$ cat config.mk
export PLATFORM = sky130hd
export DESIGN_NAME = psa_alu
export DESIGN_NICKNAME = d
export VERILOG_FILES = /design/src/core/psa_pkg.sv /design/src/core/psa_alu.sv
export VERILOG_INCLUDE_DIRS = /design/src /design/src/core
export SDC_FILE = /design/constraint.sdc
export NUM_CORES = 2
export LEC_CHECK = 0
export ABC_AREA = 1
export BUFFER_PORTS_ARGS = -buffer_cell sky130_fd_sc_hd__buf_2
export CAP_MARGIN = 10
export CORE_AREA = 2 2 423 425
export CTS_CLUSTER_SIZE = 8
export DETAILED_ROUTE_END_ITERATION = 16
export DIE_AREA = 0 0 425 427
export PLACE_DENSITY_LB_ADDON = 0.25
export SYNTH_ARGS = -nofsm -noshare
export SYNTH_HDL_FRONTEND = slang
export SYNTH_SLANG_ARGS = --single-unit
$ cat constraint.sdc
create_clock -name CLK -period 7.8 [get_ports CLK]
set_clock_uncertainty 0.1 [all_clocks]
set_input_delay 1.56 -clock CLK [delete_from_list [all_inputs] [get_ports CLK]]
set_output_delay 1.56 -clock CLK [all_outputs]
set_load 0.01 [all_outputs]
$ cat src/core/psa_regs.svh
// Constants for the packed SIMD integer datapath.
// Assumes inclusion by the package and the datapath module only.
`ifndef PSA_REGS_SVH
`define PSA_REGS_SVH
`define PSA_DATA_W 64
`define PSA_HALF_W 32
`define PSA_NUM_REGS 8
`define PSA_SB_MIN 8'h80
`define PSA_SB_MAX 8'h7F
`define PSA_SW_MIN 16'h8000
`define PSA_SW_MAX 16'h7FFF
`define PSA_UB_MIN 8'h00
`define PSA_UB_MAX 8'hFF
`define PSA_UW_MIN 16'h0000
`define PSA_UW_MAX 16'hFFFF
`define PSA_SD_MIN 32'h80000000
`define PSA_SD_MAX 32'h7FFFFFFF
`define PSA_UD_MAX 32'hFFFFFFFF
`define PSA_OP_COUNT 57
`endif

$ cat src/core/psa_pkg.sv
// Types for the packed SIMD integer datapath.
// Assumes psa_regs.svh is on the include path.
`include "psa_regs.svh"
package psa_pkg;
  typedef logic [`PSA_DATA_W-1:0] psa_word_t;
  typedef logic [2:0] psa_ridx_t;

  typedef enum logic [3:0] {
    PSA_OP_NOP = 4'h0,
    PSA_OP_ADD = 4'h1,
    PSA_OP_SUB = 4'h2,
    PSA_OP_AND = 4'h3,
    PSA_OP_ANDN = 4'h4,
    PSA_OP_OR = 4'h5,
    PSA_OP_XOR = 4'h6,
    PSA_OP_CMPEQ = 4'h7,
    PSA_OP_CMPGT = 4'h8,
    PSA_OP_MOVQ = 4'h9,
    PSA_OP_MOVD = 4'hA,
    PSA_OP_LOADQ = 4'hB,
    PSA_OP_LOADD = 4'hC,
    PSA_OP_EMPTY = 4'hD
  } psa_op_e;

  typedef enum logic [1:0] {
    PSA_LANE_B = 2'h0,
    PSA_LANE_W = 2'h1,
    PSA_LANE_D = 2'h2,
    PSA_LANE_Q = 2'h3
  } psa_lane_e;

  typedef enum logic [1:0] {
    PSA_ARI_WRAP = 2'h0,
    PSA_ARI_SSAT = 2'h1,
    PSA_ARI_USAT = 2'h2
  } psa_arith_e;

  typedef struct packed {
    logic valid;
    psa_op_e op;
    psa_lane_e lane;
    psa_arith_e arith;
    psa_ridx_t dst;
    psa_ridx_t src;
    logic src_mem;
    psa_word_t mem_data;
    logic [`PSA_HALF_W-1:0] gpr_data;
  } psa_req_s;

  typedef struct packed {
    logic valid;
    psa_ridx_t dst;
    psa_word_t data;
    logic [7:0][7:0] mem_bytes;
    logic [`PSA_HALF_W-1:0] half_data;
  } psa_rsp_s;

  typedef enum logic [1:0] {
    PSA_ST_READY = 2'b01,
    PSA_ST_EMPTY = 2'b10
  } psa_state_e;

  typedef struct packed {
    psa_state_e st;
    logic [`PSA_NUM_REGS-1:0][`PSA_DATA_W-1:0] regs;
    psa_rsp_s rsp;
  } psa_core_s;
endpackage

$ cat src/core/psa_alu.sv
// Packed SIMD integer datapath with eight 64-bit packed registers.
// Assumes decode issues at most one request per cycle, inputs synchronous to CLK.
`timescale 1ns/1ps
`include "psa_regs.svh"

// Notes on behaviour
// RQ1 - Byte lanes 0..7 at bits 0..63
// RQ2 - Word lanes 0..3, 16 bits each
// RQ3 - Doubleword lanes 0..1, 32 bits each
// RQ4 - Quadword is one unpartitioned 64-bit value; compares at lane Q use the two 32-bit doubleword lanes
// RQ5 - Moves whole 64-bit; lanes computed concurrently
// RQ6 - Signed or unsigned lanes per instruction
// RQ7 - Signed saturating byte add on eight lanes
// RQ8 - Memory bytes little-endian, low byte first
// RQ9 - Register layout equals memory layout
// RQ10 - Full-width access for 64-bit operations
// RQ11 - Half-width access for 32-bit transfers
// RQ12 - Lane split follows operation type
// RQ13 - Wraparound keeps low lane bits
// RQ14 - Saturation clamps to range limits
// RQ15 - Signed byte clamps 80H and 7FH
// RQ16 - Signed word clamps 8000H and 7FFFH
// RQ17 - Unsigned byte clamps 00H and FFH
// RQ18 - Unsigned word clamps 0000H and FFFFH
// RQ19 - No flags or exceptions on overflow
// RQ20 - 57 operations in seven groups; psa_op_e encodes 13 operations plus NOP
// RQ21 - Eight 64-bit packed data registers
// RQ22 - Destination is input and result target
// RQ23 - Carries and clamps stay within lanes
module psa_alu #(
  parameter int NUM_REGS = `PSA_NUM_REGS
) (
  input wire logic CLK, // Core clock
  input wire logic RESET_N, // Synchronous reset
  input psa_pkg::psa_req_s REQ, // Issued operation
  output psa_pkg::psa_rsp_s RSP, // Registered result
  output logic READY, // Accepts a request
  output logic STATE_EMPTY // Packed state emptied
);
  import psa_pkg::*;

  initial begin
    if (NUM_REGS != `PSA_NUM_REGS) begin
      $error("psa_alu: NUM_REGS must be 8");
    end
    if (`PSA_DATA_W != 64) begin
      $error("psa_alu: operand width must be 64");
    end
    if (2 * `PSA_HALF_W != `PSA_DATA_W) begin
      $error("psa_alu: half width must be half the operand");
    end
    if (`PSA_OP_COUNT != 57) begin
      $error("psa_alu: operation count must be 57");
    end
    if (`PSA_SB_MIN != ~`PSA_SB_MAX) begin
      $error("psa_alu: signed byte clamps inconsistent");
    end
    if (`PSA_SW_MIN != ~`PSA_SW_MAX) begin
      $error("psa_alu: signed word clamps inconsistent");
    end
  end

  psa_core_s cur_q;
  psa_core_s nxt_d;

  logic [63:0] dst_v;
  logic [63:0] src_v;
  logic [63:0] res_b;
  logic [63:0] res_w;
  logic [63:0] res_d;
  logic [63:0] res_q;
  logic [63:0] lane_res;
  logic [63:0] res_v;
  logic sub;
  logic cmp;
  // Decoded issue qualifiers
  logic exec_op;
  logic empty_op;
  logic [7:0][7:0] store_img;

  assign sub = (REQ.op == PSA_OP_SUB);
  assign empty_op = REQ.valid && (REQ.op == PSA_OP_EMPTY);
  assign exec_op = REQ.valid && (REQ.op != PSA_OP_NOP) && (REQ.op != PSA_OP_EMPTY);
  assign cmp = (REQ.op == PSA_OP_CMPEQ) || (REQ.op == PSA_OP_CMPGT);
  // Destination doubles as first source
  assign dst_v = cur_q.regs[REQ.dst]; // see RQ22
  assign src_v = REQ.src_mem ? REQ.mem_data : cur_q.regs[REQ.src]; // see RQ9

  // Per-lane math, one 8-, 16- or 32-bit lane each
  genvar gb;
  generate
    for (gb = 0; gb < 8; gb++) begin : g_b
      logic [7:0] a;
      logic [7:0] b;
      logic [8:0] us;
      logic [8:0] ss;
      logic s_ovf;
      logic u_ovf;
      always_comb begin
        a = dst_v[gb*8 +: 8]; // see RQ1
        b = src_v[gb*8 +: 8];
        us = sub ? ({1'b0, a} - {1'b0, b}) : ({1'b0, a} + {1'b0, b}); // see RQ23
        ss = sub ? ({a[7], a} - {b[7], b}) : ({a[7], a} + {b[7], b});
        // Overflow judged from this lane only
        s_ovf = (ss[8] != ss[7]);
        u_ovf = us[8];
        if (cmp) begin
          if (REQ.op == PSA_OP_CMPEQ) begin
            res_b[gb*8 +: 8] = (a == b) ? 8'hFF : 8'h00;
          end else begin
            res_b[gb*8 +: 8] = ($signed(a) > $signed(b)) ? 8'hFF : 8'h00;
          end
        end else if (REQ.arith == PSA_ARI_SSAT && s_ovf) begin
          res_b[gb*8 +: 8] = ss[8] ? `PSA_SB_MIN : `PSA_SB_MAX; // see RQ7 see RQ15 see RQ14
        end else if (REQ.arith == PSA_ARI_USAT && u_ovf) begin
          res_b[gb*8 +: 8] = sub ? `PSA_UB_MIN : `PSA_UB_MAX; // see RQ17 see RQ6
        end else begin
          res_b[gb*8 +: 8] = us[7:0]; // see RQ13
        end
      end
    end
    for (gb = 0; gb < 4; gb++) begin : g_w
      logic [15:0] a;
      logic [15:0] b;
      logic [16:0] us;
      logic [16:0] ss;
      logic s_ovf;
      logic u_ovf;
      always_comb begin
        a = dst_v[gb*16 +: 16]; // see RQ2
        b = src_v[gb*16 +: 16];
        us = sub ? ({1'b0, a} - {1'b0, b}) : ({1'b0, a} + {1'b0, b});
        ss = sub ? ({a[15], a} - {b[15], b}) : ({a[15], a} + {b[15], b});
        s_ovf = (ss[16] != ss[15]);
        u_ovf = us[16];
        if (cmp) begin
          if (REQ.op == PSA_OP_CMPEQ) begin
            res_w[gb*16 +: 16] = (a == b) ? 16'hFFFF : 16'h0000;
          end else begin
            res_w[gb*16 +: 16] = ($signed(a) > $signed(b)) ? 16'hFFFF : 16'h0000;
          end
        end else if (REQ.arith == PSA_ARI_SSAT && s_ovf) begin
          res_w[gb*16 +: 16] = ss[16] ? `PSA_SW_MIN : `PSA_SW_MAX; // see RQ16
        end else if (REQ.arith == PSA_ARI_USAT && u_ovf) begin
          res_w[gb*16 +: 16] = sub ? `PSA_UW_MIN : `PSA_UW_MAX; // see RQ18
        end else begin
          res_w[gb*16 +: 16] = us[15:0];
        end
      end
    end
    for (gb = 0; gb < 2; gb++) begin : g_d
      logic [31:0] a;
      logic [31:0] b;
      logic [32:0] us;
      logic [32:0] ss;
      logic s_ovf;
      logic u_ovf;
      always_comb begin
        a = dst_v[gb*32 +: 32]; // see RQ3
        b = src_v[gb*32 +: 32];
        us = sub ? ({1'b0, a} - {1'b0, b}) : ({1'b0, a} + {1'b0, b});
        ss = sub ? ({a[31], a} - {b[31], b}) : ({a[31], a} + {b[31], b});
        s_ovf = (ss[32] != ss[31]);
        u_ovf = us[32];
        if (cmp) begin
          if (REQ.op == PSA_OP_CMPEQ) begin
            res_d[gb*32 +: 32] = (a == b) ? `PSA_UD_MAX : 32'h00000000;
          end else begin
            res_d[gb*32 +: 32] = ($signed(a) > $signed(b)) ? `PSA_UD_MAX : 32'h00000000;
          end
        end else if (REQ.arith == PSA_ARI_SSAT && s_ovf) begin
          res_d[gb*32 +: 32] = ss[32] ? `PSA_SD_MIN : `PSA_SD_MAX;
        end else if (REQ.arith == PSA_ARI_USAT && u_ovf) begin
          res_d[gb*32 +: 32] = sub ? 32'h00000000 : `PSA_UD_MAX;
        end else begin
          res_d[gb*32 +: 32] = us[31:0];
        end
      end
    end
  endgenerate

  // Quadword add and subtract have no lane boundaries
  assign res_q = sub ? (dst_v - src_v) : (dst_v + src_v); // see RQ4

  // Store image, byte i goes to address base plus i
  genvar gm;
  generate
    for (gm = 0; gm < 8; gm++) begin : g_m
      assign store_img[gm] = dst_v[gm*8 +: 8]; // see RQ8
    end
  endgenerate

  always_comb begin
    case (REQ.lane) // see RQ12 see RQ5
      PSA_LANE_B: lane_res = res_b;
      PSA_LANE_W: lane_res = res_w;
      PSA_LANE_D: lane_res = res_d;
      PSA_LANE_Q: lane_res = cmp ? res_d : res_q;
      default: lane_res = res_q;
    endcase
  end

  // Result select; no overflow flag outputs exist, see RQ19
  always_comb begin
    case (REQ.op)
      PSA_OP_ADD, PSA_OP_SUB, PSA_OP_CMPEQ, PSA_OP_CMPGT: res_v = lane_res;
      PSA_OP_AND: res_v = dst_v & src_v; // see RQ10
      PSA_OP_ANDN: res_v = ~dst_v & src_v;
      PSA_OP_OR: res_v = dst_v | src_v;
      PSA_OP_XOR: res_v = dst_v ^ src_v;
      PSA_OP_MOVQ, PSA_OP_LOADQ: res_v = src_v; // see RQ10
      PSA_OP_MOVD: res_v = {32'h00000000, REQ.gpr_data}; // see RQ11
      PSA_OP_LOADD: res_v = {32'h00000000, REQ.mem_data[31:0]}; // see RQ11
      default: res_v = dst_v;
    endcase
  end

  // Next-state logic; psa_op_e has 14 codes, not the 57 operations of RQ20
  always_comb begin
    nxt_d = cur_q;
    nxt_d.rsp.valid = 1'b0;
    case (cur_q.st)
      PSA_ST_READY, PSA_ST_EMPTY: begin
        if (empty_op) begin
          nxt_d.st = PSA_ST_EMPTY;
        end else if (exec_op) begin
          nxt_d.st = PSA_ST_READY;
          nxt_d.regs[REQ.dst] = res_v; // see RQ22 see RQ21
          nxt_d.rsp.valid = 1'b1;
          nxt_d.rsp.dst = REQ.dst;
          nxt_d.rsp.data = res_v;
          nxt_d.rsp.mem_bytes = store_img; // see RQ9
          nxt_d.rsp.half_data = dst_v[31:0]; // see RQ11
        end
      end
      default: nxt_d.st = PSA_ST_READY;
    endcase
  end

  always_ff @(posedge CLK) begin
    if (!RESET_N) begin
      cur_q <= '0;
      cur_q.st <= PSA_ST_READY;
    end else begin
      cur_q <= nxt_d;
    end
  end

  assign RSP = cur_q.rsp;
  assign READY = 1'b1;
  assign STATE_EMPTY = (cur_q.st == PSA_ST_EMPTY);
endmodule

==> metrics.yaml <==
status: "finished, final reports clean"
grt_max_degree: 235
syn_area_per_cell_um2: 6.37
setup_tns_ns: 0
ys_ff_latch: 646
clock_sinks: 646
critPathMaxFanout: 67
grt_pass1_vias: 64400
start_util: 0.347
fin_nets: 10600
worstPathArrival_ns: 7.94
cts_buffers: 91
critPathTopFamily: "simple AND/OR/NAND/NOR gates"
seqCellArea_um2: 12900
dp.cells: 12400
synthToLayoutAreaGrowth_pct: 16.8
ir_worst_vdd_v: 0.000167
clk_pin_slew_ns: 0.05
yosys_warnings: 0
holdBufCountCts: 0
power_density_nw_per_um2: 192
synth_top_flop_cell: "dfxtp_1"
grtUsageMet2: 0.467
yosysSeqAreaShare: 0.210
p_total_mw: 13.8
syn_inst: 9651
grt_first_pass_wirelength_mm: 428
multi_input_area_um2: 41200
dieArea_um2: 181000
netlist_area_um2: 61500
root_buffer: "clkbuf_16"
synth_cell_types: 65
clk_path_buf_depth: 3
fp.coreArea_um2: 177000
die_x_um: 425
slew_headroom: 0.259
cp_num_buf_inv: 8
finalHoldViolCount: 0
cts_tree: "done"
setup_viol: 0
fin_crit_ns: 7.51
max_freq_ghz: 0.133
max-cap-violations: 0
rsz0062_at_grt: "false"
yosysMostFrequentCell: "nand2_1"
cpPeakStageDelay_ns: 0.39
io_pins: 280
route.detailed.drc: 0
crit_type: "in2reg"
synth_top_area_frac: 0.210
first_iter_violations: 7717
dr.pass1.iters: 6
via_per_inst: 5.59
htreeDepth: 3
routedWlPerCell_um: 23.6
clk_latency_ns: 0.69
place.gp.congestion: 1.03
p_leak_nw: 33.5
synth_edf_count: 0
num_rows: 155
groute.usage.overall: 0.313
hold_path_class: "reg2reg"
ant_nets: 0
cp-start-kind: "input port"
synth_fp_nets: 10100
postRouteWirelength_mm: 296
port_buffers: 278
global_route.usage.met1: 0.441
finalHoldWorstSlack_ns: 0.364
slew_viol_final: 0
grt.overflow.total: 0
worst_pin_slew_ns: 1.11
critical-path-slowest-cell: "ha_1"
fin_crit_sh: 0.963
antenna_found_initial: 14
die_h_um: 427
synth_area_leaders: "dfxtp_1, nand2_1, o21ai_0"
yosysTopAreaCell: "dfxtp_1"
drive_above_1_share: 0.187
n_fill_cell: 19000
top_usage_layer: "met2"
synth_common_cells: "nand2_1, o21ai_0, a21oi_1, inv_1, dfxtp_1"
instances_no_fill: 12500
gr-usage-met3: 0.0467
post_cts_buffers: 0
async_reset_ff_frac: 0
end_kind: "flop"
dp_hpwl_mm: 225
cp_data_required_time_ns: 8.22
num_vias: 69900
metal layers:
metal | vias up | wire, um
met1 | 33000 | 133000
met3 | 519 | 25200
met4 | 4 | 14200
li1 | 33200 | -
met5 | - | 29
met2 | 3143 | 124000
area by class of cell:
| cell class | instances | area share |
|---|---|---|
| repair buffers | 1151 | 0.122 |
| clock buffers | 96 | 0.0331 |
| diodes | 11 | 0.000383 |
| flip-flops and latches | 646 | 0.180 |
| multi-input cells | 7318 | 0.573 |
| well taps | 2355 | 0.0410 |
| inverters | 931 | 0.0488 |
| clock inverters | 5 | 0.000924 |
worst min-delay path, delay by kind of cell (launching register included):
kind	cells	cell delay, ns
flops	1	0.30
simple gates	1	0.06
compound gates	1	0.05
layout by cell type, fill, tap and decap left out, types with 25 or more instances in the layout:
cell          n
buf_4       810
nand2_4      48
a21boi_1     27
nor2_1      444
nand3_1     541
dfxtp_1     646
inv_2        25
nand4_1     104
a21oi_2     327
a21boi_0     27
nor3_1       57
inv_1       897
xor2_1      189
a21o_1       32
a221oi_1     40
nand2_1    2156
o21bai_1     26
o21a_1       78
nand2_2     119
xnor2_1      53
nor2_2       29
a31oi_1      32
clkbuf_16    94
buf_2       273
o21ai_0    1106
o211ai_1    272
buf_12       65
ha_1        361
o21ai_1      36
a21oi_1     993
cells by family after synthesis:
family,count (synthesis),share of synthesized area
flops,646,0.210
compound gates,3088,0.299
xor+xnor,242,0.0345
other cells,1,0.0000610
simple gates,3617,0.257
mux,1,0.000183
buf+inv,1687,0.123
fa+ha+maj,369,0.0761
path summary, 6_finish.rpt:
kind                              start               endpoint  slack [ns]  cells past startpoint
hold / removal    RSP[161]$_SDFFE_PN0P_  RSP[161]$_SDFFE_PN0P_        0.36                      2
setup reg to reg                   flop                   flop        1.32                     40
hold reg to reg   RSP[161]$_SDFFE_PN0P_  RSP[161]$_SDFFE_PN0P_        0.36                      2
setup / recovery                REQ[97]                   flop        0.29                     39
per-stage QoR:
stage | utilization | setup slack, ns | instance area (um2)
finish | 0.405 | 0.287 | 71800
global route | 0.405 | 0.00213 | 71800
CTS | 0.405 | 0.268 | 71800
detailed placement | 0.391 | -0.416 | 69300
global placement | 0.391 | -0.350 | 69300
floorplan | - | 1.52 | 61500
power breakdown:
group	internal (mW)	switching, mW	total (mW)
sequential	3.46	0.114	3.58
clock	2.13	1.49	3.62
combinational	2.28	4.30	6.58
total	7.87	5.91	13.8
what timing repair did:
| action | 4_1_cts | 5_1_grt |
|---|---|---|
| setup endpoints to repair | 0 | 47 |
| endpoints found under the hold margin | 0 | 0 |
| gates resized for setup | 0 | 4 |
Power figures use the tool's default switching activity.
